## config.mk

```make
export PLATFORM = sky130hd
export DESIGN_NAME = bus_matching_fifo
export DESIGN_NICKNAME = d
export VERILOG_FILES = /design/src/fifo_cfg_pkg.sv /design/src/bus_matching_fifo.sv /design/src/pin_sync.sv
export SDC_FILE = /design/constraint.sdc
export NUM_CORES = 2
export LEC_CHECK = 0
export BUFFER_PORTS_ARGS = -buffer_cell sky130_fd_sc_hd__buf_4
export CAP_MARGIN = 40
export CORE_MARGIN = 1
export CORE_UTILIZATION = 50
export CTS_CLUSTER_DIAMETER = 50
export DETAILED_ROUTE_END_ITERATION = 8
export PLACE_DENSITY_LB_ADDON = 0.15
export SLEW_MARGIN = 10
export SYNTH_ARGS = -nofsm -noshare
export SYNTH_HDL_FRONTEND = slang
export SYNTH_SLANG_ARGS = --single-unit
```

## constraint.sdc

```tcl
create_clock -name clk -period 11.9 [get_ports clk]
set_clock_uncertainty 0.05 [all_clocks]
set_input_delay 2.38 -clock clk [delete_from_list [all_inputs] [get_ports clk]]
set_output_delay 2.38 -clock clk [all_outputs]
set_load 0.1 [all_outputs]
```

## src/fifo_cfg_pkg.sv

```systemverilog
package fifo_cfg_pkg;
	// Data path widths
	localparam int DATA_W    = 72;
	localparam int HALF_W    = 36;
	localparam int QUART_W   = 18;
	localparam int OFFSET_W  = 32;

	// APB register offsets (byte addresses)
	localparam logic [7:0] ADDR_CTRL   = 8'h00;
	localparam logic [7:0] ADDR_STATUS = 8'h04;
	localparam logic [7:0] ADDR_OFFSET = 8'h08;

	// Control register fields and reset value
	localparam int         CTRL_HOLD_BIT = 0;
	localparam logic       CTRL_HOLD_RESET = 1'b0;

	// Status register fields
	localparam int STAT_CFG_LSB = 0;
	localparam int STAT_PWR_BIT = 12;
	localparam int STAT_EMP_BIT = 13;
	localparam int STAT_FUL_BIT = 14;
	localparam int STAT_CNT_LSB = 16;
	localparam int STAT_CNT_W   = 16;

	typedef enum logic [1:0] {
		WIDTH_X72,
		WIDTH_X36,
		WIDTH_X18
	} width_t;

	typedef struct packed {
		width_t inWidth;
		width_t outWidth;
		logic   bigEndian;
		logic   interParity;
		logic   readSync;
		logic   writeSync;
		logic   fallThrough;
	} cfg_t;

	localparam cfg_t CFG_RESET = '{WIDTH_X72, WIDTH_X72, 1'b1, 1'b0,
		1'b1, 1'b1, 1'b0};

	typedef struct packed {
		logic                busMatchSelect;
		logic                inputWidthSelect;
		logic                outputWidthSelect;
		logic                endianSelect;
		logic                parityPlacementSelect;
		logic                readPortAsyncSelect;
		logic                writePortAsyncSelect;
		logic                fallThroughMode;
		logic                masterResetN;
		logic                partialResetN;
		logic                writeEnableN;
		logic                readEnableN;
		logic                writeStrobe;
		logic                readStrobe;
		logic                loadN;
		logic                outputEnableN;
		logic                readSelectSyncN;
		logic [DATA_W-1:0]   writeDataBus;
	} pins_t;
endpackage

```

## src/bus_matching_fifo.sv

```systemverilog
`timescale 1ns/1ps
module bus_matching_fifo #(
	parameter int DEPTH  = 16,
	parameter int ADDR_W = $clog2(DEPTH)
) (
	// Clock and reset
	input  wire logic                        clk,
	input  wire logic                        nrst,
	// Device pins
	input  wire fifo_cfg_pkg::pins_t         pinsIn,
	// APB slave
	input  wire logic                        psel,
	input  wire logic                        penable,
	input  wire logic                        pwrite,
	input  wire logic [7:0]                  paddr,
	input  wire logic [31:0]                 pwdata,
	output logic      [31:0]                 prdata,
	output logic                             pready,
	output logic                             pslverr,
	// Read port and flags
	output logic [fifo_cfg_pkg::DATA_W-1:0] dataOut,
	output logic                             dataOutEn,
	output logic                             emptyOrOutputValidFlagN,
	output logic                             readClockEcho,
	output logic                             powerDown
);
	localparam int CNT_W = ADDR_W + 1;
	localparam int DW    = fifo_cfg_pkg::DATA_W;

	typedef struct packed {
		fifo_cfg_pkg::cfg_t            cfg;
		logic [ADDR_W-1:0]             wrPtr;
		logic [ADDR_W-1:0]             rdPtr;
		logic [CNT_W-1:0]              count;
		logic [DW-1:0]                 wrAcc;
		logic [1:0]                    wrPiece;
		logic [DW-1:0]                 rdWord;
		logic [1:0]                    rdPiece;
		logic                          outValid;
		logic [DW-1:0]                 dataOut;
		logic                          dataOe;
		logic                          rcsAct;
		logic                          flagN;
		logic                          echo;
		logic                          powerDown;
		logic [fifo_cfg_pkg::OFFSET_W-1:0] offset;
		logic                          holdWrites;
		logic                          wrStrobePrev;
		logic                          rdStrobePrev;
		logic [31:0]                   prdata;
		logic                          pready;
		logic                          pslverr;
	} st_t;

	st_t                    stQ;
	st_t                    stD;
	fifo_cfg_pkg::pins_t    pinS;
	logic [$bits(fifo_cfg_pkg::pins_t)-1:0] pinsRaw;
	logic [DW-1:0]          mem [DEPTH];
	logic [DW-1:0]          memQ;
	logic                   memWe;
	logic [DW-1:0]          memWdata;
	logic                   mrsActive;
	logic                   prsActive;
	logic                   wrEdge;
	logic                   rdEdge;
	logic                   wrOp;
	logic                   rdOp;
	logic                   ldWrite;
	logic                   dataWrite;
	logic                   dataRead;
	logic                   activity;
	logic                   fullNow;
	logic [DW-1:0]          din;
	logic [DW-1:0]          accNext;
	logic [1:0]             lastIn;
	logic [1:0]             lastOut;
	logic [DW-1:0]          src;
	logic [DW-1:0]          piece;
	logic [DW-1:0]          rest;
	logic                   push;
	logic                   pop;
	logic                   advance;
	logic [31:0]            statusWord;
	fifo_cfg_pkg::cfg_t     cfgNew;

	pin_sync #(
		.WIDTH($bits(fifo_cfg_pkg::pins_t))
	) uPinSync (
		.clk (clk),
		.nrst(nrst),
		.d   (pinsIn),
		.q   (pinsRaw)
	);

	assign pinS = fifo_cfg_pkg::pins_t'(pinsRaw);
	assign din  = pinS.writeDataBus;
	assign memQ = mem[stQ.rdPtr];

	function automatic logic [ADDR_W-1:0] nextPtr(logic [ADDR_W-1:0] p);
		return (p == ADDR_W'(DEPTH - 1)) ? '0 : p + 1'b1;
	endfunction

	// Operation qualifiers
	assign mrsActive = ~pinS.masterResetN;
	assign prsActive = ~pinS.partialResetN;
	assign wrEdge    = pinS.writeStrobe & ~stQ.wrStrobePrev;
	assign rdEdge    = pinS.readStrobe & ~stQ.rdStrobePrev;
	assign wrOp      = ~mrsActive & ~prsActive & ~pinS.writeEnableN &
		(stQ.cfg.writeSync | wrEdge);
	assign rdOp      = ~mrsActive & ~prsActive & ~pinS.readEnableN &
		(stQ.cfg.readSync | rdEdge);
	assign ldWrite   = wrOp & ~pinS.loadN;
	assign dataWrite = wrOp & pinS.loadN & ~stQ.holdWrites;
	assign dataRead  = rdOp & pinS.loadN;
	assign activity  = wrOp | rdOp | mrsActive | prsActive | psel;
	assign fullNow   = (stQ.count == CNT_W'(DEPTH));

	// Width table decode
	always_comb begin
		cfgNew.bigEndian   = ~pinS.endianSelect;
		cfgNew.interParity = pinS.parityPlacementSelect;
		cfgNew.readSync    = pinS.readPortAsyncSelect;
		cfgNew.writeSync   = pinS.writePortAsyncSelect;
		// Fall-through is not usable with a strobed read port
		cfgNew.fallThrough = pinS.fallThroughMode &
			pinS.readPortAsyncSelect;
		if (!pinS.busMatchSelect) begin
			cfgNew.inWidth  = fifo_cfg_pkg::WIDTH_X72;
			cfgNew.outWidth = fifo_cfg_pkg::WIDTH_X72;
		end else if (!pinS.inputWidthSelect) begin
			cfgNew.inWidth  = fifo_cfg_pkg::WIDTH_X72;
			cfgNew.outWidth = pinS.outputWidthSelect ?
				fifo_cfg_pkg::WIDTH_X18 : fifo_cfg_pkg::WIDTH_X36;
		end else begin
			cfgNew.outWidth = fifo_cfg_pkg::WIDTH_X72;
			cfgNew.inWidth  = pinS.outputWidthSelect ?
				fifo_cfg_pkg::WIDTH_X18 : fifo_cfg_pkg::WIDTH_X36;
		end
	end

	// Write assembly: narrow pieces build a long word in endian order
	always_comb begin
		unique case (stQ.cfg.inWidth)
			fifo_cfg_pkg::WIDTH_X36: begin
				lastIn  = 2'h1;
				accNext = stQ.cfg.bigEndian ?
					{stQ.wrAcc[35:0], din[35:0]} :
					{din[35:0], stQ.wrAcc[71:36]};
			end
			fifo_cfg_pkg::WIDTH_X18: begin
				lastIn  = 2'h3;
				accNext = stQ.cfg.bigEndian ?
					{stQ.wrAcc[53:0], din[17:0]} :
					{din[17:0], stQ.wrAcc[71:18]};
			end
			default: begin
				lastIn  = 2'h0;
				accNext = din;
			end
		endcase
	end

	// Read split: the next piece comes from the held word or from memory
	always_comb begin
		src = (stQ.rdPiece != 2'h0) ? stQ.rdWord : memQ;
		unique case (stQ.cfg.outWidth)
			fifo_cfg_pkg::WIDTH_X36: begin
				lastOut = 2'h1;
				if (stQ.cfg.bigEndian) begin
					piece = {36'h0, src[71:36]};
					rest  = {src[35:0], 36'h0};
				end else begin
					piece = {36'h0, src[35:0]};
					rest  = {36'h0, src[71:36]};
				end
			end
			fifo_cfg_pkg::WIDTH_X18: begin
				lastOut = 2'h3;
				if (stQ.cfg.bigEndian) begin
					piece = {54'h0, src[71:54]};
					rest  = {src[53:0], 18'h0};
				end else begin
					piece = {54'h0, src[17:0]};
					rest  = {18'h0, src[71:18]};
				end
			end
			default: begin
				lastOut = 2'h0;
				piece   = src;
				rest    = '0;
			end
		endcase
	end

	always_comb begin
		statusWord = '0;
		statusWord[fifo_cfg_pkg::STAT_CFG_LSB +: $bits(fifo_cfg_pkg::cfg_t)] =
			stQ.cfg;
		statusWord[fifo_cfg_pkg::STAT_PWR_BIT] = stQ.powerDown;
		statusWord[fifo_cfg_pkg::STAT_EMP_BIT] = (stQ.count == '0);
		statusWord[fifo_cfg_pkg::STAT_FUL_BIT] = fullNow;
		statusWord[fifo_cfg_pkg::STAT_CNT_LSB +: CNT_W] = stQ.count;
	end

	always_comb begin
		stD      = stQ;
		memWe    = 1'b0;
		memWdata = accNext;
		push     = 1'b0;
		pop      = 1'b0;
		stD.wrStrobePrev = pinS.writeStrobe;
		stD.rdStrobePrev = pinS.readStrobe;
		// Write port
		if (dataWrite) begin
			stD.wrAcc = accNext;
			if (stQ.wrPiece == lastIn) begin
				stD.wrPiece = 2'h0;
				push        = ~fullNow;
			end else begin
				stD.wrPiece = stQ.wrPiece + 2'h1;
			end
		end
		memWe = push;
		if (ldWrite) begin
			stD.offset = stQ.cfg.interParity ?
				{din[34:27], din[25:18], din[16:9], din[7:0]} :
				din[31:0];
		end
		// Read port; fall-through refills an empty output on its own
		advance = dataRead | (stQ.cfg.fallThrough & ~stQ.outValid);
		if (advance) begin
			if (stQ.rdPiece != 2'h0) begin
				stD.dataOut  = piece;
				stD.rdWord   = rest;
				stD.rdPiece  = stQ.rdPiece - 2'h1;
				stD.outValid = 1'b1;
			end else if (stQ.count != '0) begin
				pop          = 1'b1;
				stD.dataOut  = piece;
				stD.rdWord   = rest;
				stD.rdPiece  = lastOut;
				stD.outValid = 1'b1;
			end else begin
				stD.outValid = 1'b0;
			end
		end
		if (pop) begin
			stD.rdPtr = nextPtr(stQ.rdPtr);
		end
		if (push) begin
			stD.wrPtr = nextPtr(stQ.wrPtr);
		end
		stD.count = stQ.count + CNT_W'(push) - CNT_W'(pop);
		// Resets: master reset reloads settings, partial keeps them
		if (mrsActive) begin
			stD.cfg     = cfgNew;
			stD.offset  = '0;
			stD.dataOut = '0;
		end
		if (mrsActive | prsActive) begin
			stD.wrPtr    = '0;
			stD.rdPtr    = '0;
			stD.count    = '0;
			stD.wrPiece  = 2'h0;
			stD.rdPiece  = 2'h0;
			stD.outValid = 1'b0;
			memWe        = 1'b0;
		end
		stD.rcsAct = ~pinS.readSelectSyncN;
		stD.dataOe = ~pinS.outputEnableN & stQ.rcsAct;
		stD.flagN  = stD.cfg.fallThrough ? ~stD.outValid :
			(stD.count != '0);
		stD.echo      = stQ.cfg.readSync & ~stQ.echo;
		stD.powerDown = ~activity;
		// APB: data prepared in setup, answered in the first access cycle
		stD.pready  = 1'b0;
		stD.pslverr = 1'b0;
		if (psel & ~penable) begin
			stD.pready = 1'b1;
			stD.prdata = '0;
			case (paddr)
				fifo_cfg_pkg::ADDR_CTRL:
					stD.prdata[fifo_cfg_pkg::CTRL_HOLD_BIT] = stQ.holdWrites;
				fifo_cfg_pkg::ADDR_STATUS: stD.prdata = statusWord;
				fifo_cfg_pkg::ADDR_OFFSET: stD.prdata = stQ.offset;
				default: stD.pslverr = 1'b1;
			endcase
		end
		if (psel & penable & stQ.pready & pwrite &
			(paddr == fifo_cfg_pkg::ADDR_CTRL)) begin
			stD.holdWrites = pwdata[fifo_cfg_pkg::CTRL_HOLD_BIT];
		end
	end

	always_ff @(posedge clk or negedge nrst) begin
		if (!nrst) begin
			stQ            <= '0;
			stQ.cfg        <= fifo_cfg_pkg::CFG_RESET;
			stQ.holdWrites <= fifo_cfg_pkg::CTRL_HOLD_RESET;
		end else begin
			stQ <= stD;
		end
	end

	always_ff @(posedge clk) begin
		if (memWe) begin
			mem[stQ.wrPtr] <= memWdata;
		end
	end

	assign prdata                  = stQ.prdata;
	assign pready                  = stQ.pready;
	assign pslverr                 = stQ.pslverr;
	assign dataOut                 = stQ.dataOut;
	assign dataOutEn               = stQ.dataOe;
	assign emptyOrOutputValidFlagN = stQ.flagN;
	assign readClockEcho           = stQ.echo;
	assign powerDown               = stQ.powerDown;
endmodule // bus_matching_fifo

```

## src/pin_sync.sv

```systemverilog
`timescale 1ns/1ps
module pin_sync #(
	parameter int WIDTH = 1
) (
	// Clock and reset
	input  wire logic             clk,
	input  wire logic             nrst,
	// Levels from outside the clock domain
	input  wire logic [WIDTH-1:0] d,
	// Levels in the clock domain
	output logic      [WIDTH-1:0] q
);
	typedef struct packed {
		logic [WIDTH-1:0] meta;
		logic [WIDTH-1:0] sync;
	} state_t;

	state_t stQ;
	state_t stD;

	always_comb begin
		stD.meta = d;
		stD.sync = stQ.meta;
	end

	always_ff @(posedge clk or negedge nrst) begin
		if (!nrst) begin
			stQ <= '0;
		end else begin
			stQ <= stD;
		end
	end

	assign q = stQ.sync;
endmodule // pin_sync

```

Word level (Yosys, flattened, before mapping). Memories as Yosys holds them, arrays and structs flattened. Cells that the tools add are included. W data, S select, Z words.

Memory bits (writable): 1152. Flip-flop bits (word level): 495. Input bits: 134. Memories kept: 1. Word-level logic and storage cells: 156. Output and inout bits: 110.

Mux-type cells: 46. Eq/ne operators: 13. $add $sub $neg: 6. Reduce and logical (&&, ||, !) cells: 15. Bitwise operators: 45.

Memories: mem (depth 16, bits a word 72, rd ports 1, clocked after memory_dff 0, wr ports 1, RTL line bus_matching_fifo.sv:59) `logic [DW-1:0] mem [DEPTH];`.

Operator list (number): $mux W72 (7); $pmux W72 S2 (3); $mux W147 (1); $mux W32 (3); $mux W75 (1); $mux W74 (1); $pmux W31 S2 (1); $mux W36 (1); $mux W4 (6); $and A1 B1 Y1 (20); $mux W18 (1); $not A1 Y1 (17); $mux W13 (1); $reduce_bool A2 Y1 (6); $mux W1 (11); $mux W2 (5); $reduce_bool A5 Y1 (2); $add A4 B1 Y4 const B (2); $eq A4 B4 Y1 const B (2); $eq A8 B3 Y1 const B (1); $eq A8 B4 Y1 const B (1); $logic_not A8 Y1 (1); $or A1 B1 Y1 (8); $pmux W2 S2 (2); other kinds (16) (21).

Longest topological paths before layout.
Depth after elaboration: 12. Mapped depth: 17. Mapped depth without buffers: 16.

Cells and area by module. A second synthesis with hierarchy kept.

Cells, all modules: 4241. Area total of the unflattened synthesis: 65350.2 um^2.

By module, submodules not included: bus_matching_fifo (cells an instance 4063, area an instance 60895.9 um^2, times used 1); pin_sync (cells an instance 178, area an instance 4454.3 um^2, times used 1).

Least setup slack after synthesis. Ideal clock, no wire load.

Kind: register -> register. From: reg stQ[315] in the netlist's numbering. To: mem mem[3][0] in the netlist's numbering, enable pin. Setup slack: 4.440 ns. Required time: 11.260 ns. Data arrival time: 6.820 ns. Period minus slack after synthesis: 7.460 ns. Cell stages (with the launch flop): 9. Cells stage by stage: dfrtp_1 inv_1 ha_1 clkbuf_1 xor2_1 nand2_1 nor3_1 nand2_1 nor3_1.

Longest elaborated chain between the ends: 8. Elaborated cells between the ends (all ways): 9.

Ends and longest elaborated chain: start: declaration (RTL line bus_matching_fifo.sv:55) `st_t stQ;`; start signal: assignment (RTL line bus_matching_fifo.sv:302) `stQ <= stD;`; $eq A2 B2 Y1 or $eq A2 B1 Y1 (tied branches) (RTL line bus_matching_fifo.sv:144) `unique case (stQ.cfg.inWidth)`; $pmux W2 S2 * (RTL line bus_matching_fifo.sv:144); $eq A2 B2 Y1 * (RTL line bus_matching_fifo.sv:217) `if (stQ.wrPiece == lastIn) begin`; $mux W1 * (RTL line bus_matching_fifo.sv:217); $mux W1 * (RTL line bus_matching_fifo.sv:215) `if (dataWrite) begin`; $mux W1 * (RTL line bus_matching_fifo.sv:261) `if (mrsActive | prsActive) begin`; $mux W1 * (RTL line bus_matching_fifo.sv:307) `if (memWe) begin`; $mux W1 (not written as such) * (RTL line bus_matching_fifo.sv:308) `mem[stQ.wrPtr] <= memWdata;`; end: declaration (RTL line bus_matching_fifo.sv:59).

Mark *: on every way between the ends. The rest lies on a longest branch, timed or not.

Worst setup path after layout.
From: reg uPinSync.stQ, in the netlist uPinSync.q[80]. To: mem mem[12][46] in the netlist's numbering, enable pin.

Longest elaborated chain between the ends: 9. Elaborated cells between the ends (all ways): 11.

Ends and longest elaborated chain: start: declaration (RTL line pin_sync.sv:18) `state_t stQ;`; start signal: assignment (RTL line pin_sync.sv:30) `stQ <= stD;`; $and A1 B1 Y1 (3 in series) (RTL line bus_matching_fifo.sv:109) `assign wrOp = ~mrsActive & ~prsActive & ~pinS.writeEnableN &`; $and A1 B1 Y1 (2 in series) (RTL line bus_matching_fifo.sv:114) `assign dataWrite = wrOp & pinS.loadN & ~stQ.holdWrites;`; $mux W1 (RTL line bus_matching_fifo.sv:215); $mux W1 * (RTL line bus_matching_fifo.sv:261); $mux W1 * (RTL line bus_matching_fifo.sv:307); $mux W1 (not written as such) * (RTL line bus_matching_fifo.sv:308).

Marks and branches as above.

==> impl_metrics.yaml <==
run_status:
  outcome: "complete, no violations"
critical_path:
  startpoint_type: "flop"
  cp.required_ns: 12.27
  r2r_setup_slack_ns: 7.04
  crit_arrival_ns: 5.23
  rr_startpoint: "uPinSync.q[80]"
  critPathKind: "reg2reg"
  worstPathMaxFanout: 59
  worstReg2RegEnd: "mem[12][46]"
  r2r_cells: 10
  endpoint_kind: "flop"
power:
  leakage_nw: 26.70
  combPwrFrac_pct: 6.8
  swShare_pct: 23.27
  power_per_cell_area_nw_per_um2: 167.4
  ir_worst_vdd_v: 0.0001641
  clkPwrFrac_pct: 41.5
  seqPwrFrac_pct: 51.7
  p_int_mw: 9.629
  net-switching-power_mw: 2.920
timing:
  final.setup.tns_ns: 0
  fin_crit_sh_pct: 40.81
  rsz0062_at_grt: "false"
  slew_headroom_pct: 31.18
  setup_viol: 0
  fmax_mhz: 205.9
  period_needed_ns: 4.857
  tightest_slew_ns: 1.032
  slew_violations: 0
  hold_viol: 0
final_layout:
  area_growth_pct: 14.73
  final_util_pct: 57.83
  num-fill-cells: 9986
  layout-drive-gt1-share_pct: 21.27
  final_nets: 4562
  seqCellArea_sq_um: 47000
  multi_input_area_sq_um: 16430
route:
  drt_pass1_iterations: 8
  drc_errors: 0
  drt_iter0_markers: 4625
  vias: 38324
  drt-wirelength-per-cell_um: 28.64
  detail-route-antenna-nets: 0
  viasPerCell: 6.088
  drt_wl_total_um: 180300
hold_path:
  hp-start: "uPinSync.stD[63]"
  min_path_cells: 0
  min_to: "uPinSync.q[63]"
  hold_class: "reg2reg"
clock_network:
  htreeDepth: 4
  cts.sinks: 1647
  clk_latency_ns: 0.80
  path_clk_slew_ns: 0.06
  cts_buffers: 171
  cts_setup_buffers: 0
  clockRootBuffer: "clkbuf_16"
  cts_tree: "yes"
  hold_buffers: 0
  clockBufferDepth: 3
  cts_resized: 0
floorplan:
  fp.dieH_um: 363.5
  start_util_pct: 50.41
  fp.dieArea_sq_um: 132200
  core-area_sq_um: 129600
  rows: 132
  num_io_pins: 244
  dieWidth_um: 363.5
global_routing:
  grt_max_degree: 147
  antenna_found_initial: 3
  grt_pass1_vias: 37923
  grt_use_total_pct: 27.62
  overflow: 0
  grt_first_pass_wirelength_um: 261800
synthesis:
  synth-main-ff-cell: "edfxtp_1"
  ys_seq_area_share_pct: 71.89
  synth-async-reset-ratio_pct: 30.05
  synth_cell_types: 60
  synth-edff-count: 1152
  yosys_warnings: 0
  syn_avg_cell_area_sq_um: 15.57
  synth.ff_latch_count: 1647
  synthCells: 4196
  syn_nets: 4347
  synth_area_sq_um: 65350
placement:
  dp.final_hpwl_um: 107400
  port_buffers: 212
  routabilityCongestion: 0.8186
flow_run:
  drv_cap: 0
-- state kept, by name, indices dropped and copies added, names as in the netlist --
name and count:
mem 1152, prdata 32, dataOutEn 1, emptyOrOutputValidFlagN 1, powerDown 1, uPinSync.stD 89, pslverr 1, pready 1
dataOut 72, readClockEcho 1, stQ 207, uPinSync.q 89
-- power groups by stage --
stage	registers (mW)	logic, mW	clock network, mW
2_1_floorplan	6.56	0.521	0
4_1_cts	6.48	0.856	5.27
5_1_grt	6.50	0.924	5.50
6_report	6.49	0.858	5.20
3_5_place_dp	6.60	0.854	0
3_3_place_gp	6.60	0.814	0
-- area by class of cell --
class | count | area share, %
inverters | 77 | 0.3855
multi-input cells | 2102 | 21.91
clock buffers | 220 | 6.271
clock inverters | 93 | 1.008
well taps | 1742 | 2.907
diodes | 2 | 0.006675
repair buffers | 412 | 4.824
flip-flops and latches | 1647 | 62.69
-- cells by family (layout without fill, tap and decap cells) --
group | after synthesis | count (layout) | synth area share, %
other | 0 | 2 | 0
DFF | 1647 | 1647 | 71.89
muxes | 573 | 573 | 11.75
and+or+nand+nor | 738 | 738 | 4.652
xor gates and xnor gates | 8 | 8 | 0.1072
AOI/OAI and AO/OA | 766 | 766 | 7.882
adders and majority gates | 17 | 17 | 0.3370
buffers and inverters | 447 | 802 | 3.383
-- synthesized netlist by cell type, types with 4 or more instances --
cell type  count  area share (%)
a2111oi_0     22            0.29
a211oi_1       5           0.057
a21o_1         7           0.080
a21oi_1       64            0.49
a221o_1       23            0.35
a221oi_1      34            0.46
a222oi_1      12            0.18
a22o_1        15            0.20
a22oi_1      101             1.2
and2_1         5           0.048
and3_1         8           0.077
buf_1         28            0.16
buf_2         42            0.32
buf_4        120             1.4
buf_6          4           0.069
clkbuf_1     176             1.0
dfrtp_1      492              19
edfxtp_1    1152              53
ha_1          16            0.31
inv_1         77            0.44
mux2_2       111             1.9
mux2i_1      318             4.9
mux4_2       144             5.0
nand2_1      461             2.6
nand2b_1      10           0.096
nand3_1       59            0.45
nor2_1       135            0.78
nor2b_1        9           0.086
nor3_1        24            0.18
o211ai_1      64            0.74
o21ai_0      216             1.7
o21ai_1       15            0.11
o221ai_1      20            0.27
o22a_1        13            0.17
o22ai_1      107             1.0
o31a_1        14            0.19
o31ai_1        6           0.069
o32a_1        10            0.15
o32ai_1        4           0.054
or2_2          4           0.038
or3_1         10           0.096
xnor2_1        5           0.067
-- routing by layer --
metal / global-route usage [%] / vias to the layer above / part of all wire (%)
met5: 0 / - / 0
met4: 9.705 / 0 / 3.3
met1: 39.45 / 19943 / 42
met2: 42.97 / 1677 / 47
met3: 4.792 / 311 / 7.9
li1: - / 16393 / -
-- cell usage in the layout (no fill, tap or decap), drive strengths merged, types with 8 or more instances in the layout --
cell	netlist	routed
a21oi	64	64
nor2	135	135
o31a	14	14
a22oi	101	101
dfrtp	492	492
a221oi	34	34
o221ai	20	20
a222oi	12	12
o21ai	231	231
a2111oi	22	22
nand2	461	461
mux2	111	111
o22ai	107	107
nand2b	10	10
clkinv	0	58
clkinvlp	0	12
edfxtp	1152	1152
a221o	23	23
o32a	10	10
nor3	24	24
and3	8	8
mux2i	318	318
inv	77	90
or3	10	10
mux4	144	144
nor2b	9	9
bufinv	0	10
clkbuf	176	221
o22a	13	13
o211ai	64	64
nand3	59	59
a22o	15	15
ha	16	16
buf	194	411
-- how the worst max path moves through the flow --
stage               depth (start not counted)      startpoint          end  slack [ns]
finish                                     10  uPinSync.q[80]  mem[12][46]        7.04
CTS                                        10  uPinSync.q[80]  mem[12][64]        7.01
floorplan                                   8        stQ[315]    mem[3][0]        4.44
global placement                            8  uPinSync.q[80]   mem[7][27]        6.41
global route                               10  uPinSync.q[80]  mem[12][64]        6.71
detailed placement                         10  uPinSync.q[80]  mem[12][45]        7.01
-- worst max-delay path, stage by stage, from the launching register on --
cell and delay [ns]:
dfrtp_2 0.33, buf_4 0.56, and2_1 0.38, o2111ai_4 0.15
buf_4 0.30, nor3_1 0.29, buf_2 0.24, nand2_1 0.25
nor2_4 0.53, buf_4 0.61, buf_4 0.66
-- stage by stage --
step | power [mW] | std cells | setup slack, ns | cell area [sq um] | hold WS [ns]
detailed placement | 7.453 | 5976 | 7.012 | 69480 | 0.2847
global placement | 7.412 | 5917 | 6.412 | 68570 | 0.2823
floorplan | 7.085 | 4196 | 4.440 | 65350 | 0.2812
global route | 12.92 | 6293 | 6.713 | 74970 | 0.3012
finish | 12.55 | 6295 | 7.043 | 74980 | 0.2938
CTS | 12.61 | 6289 | 7.007 | 74940 | 0.2940
No activity file was read; power rests on OpenSTA's default activity.
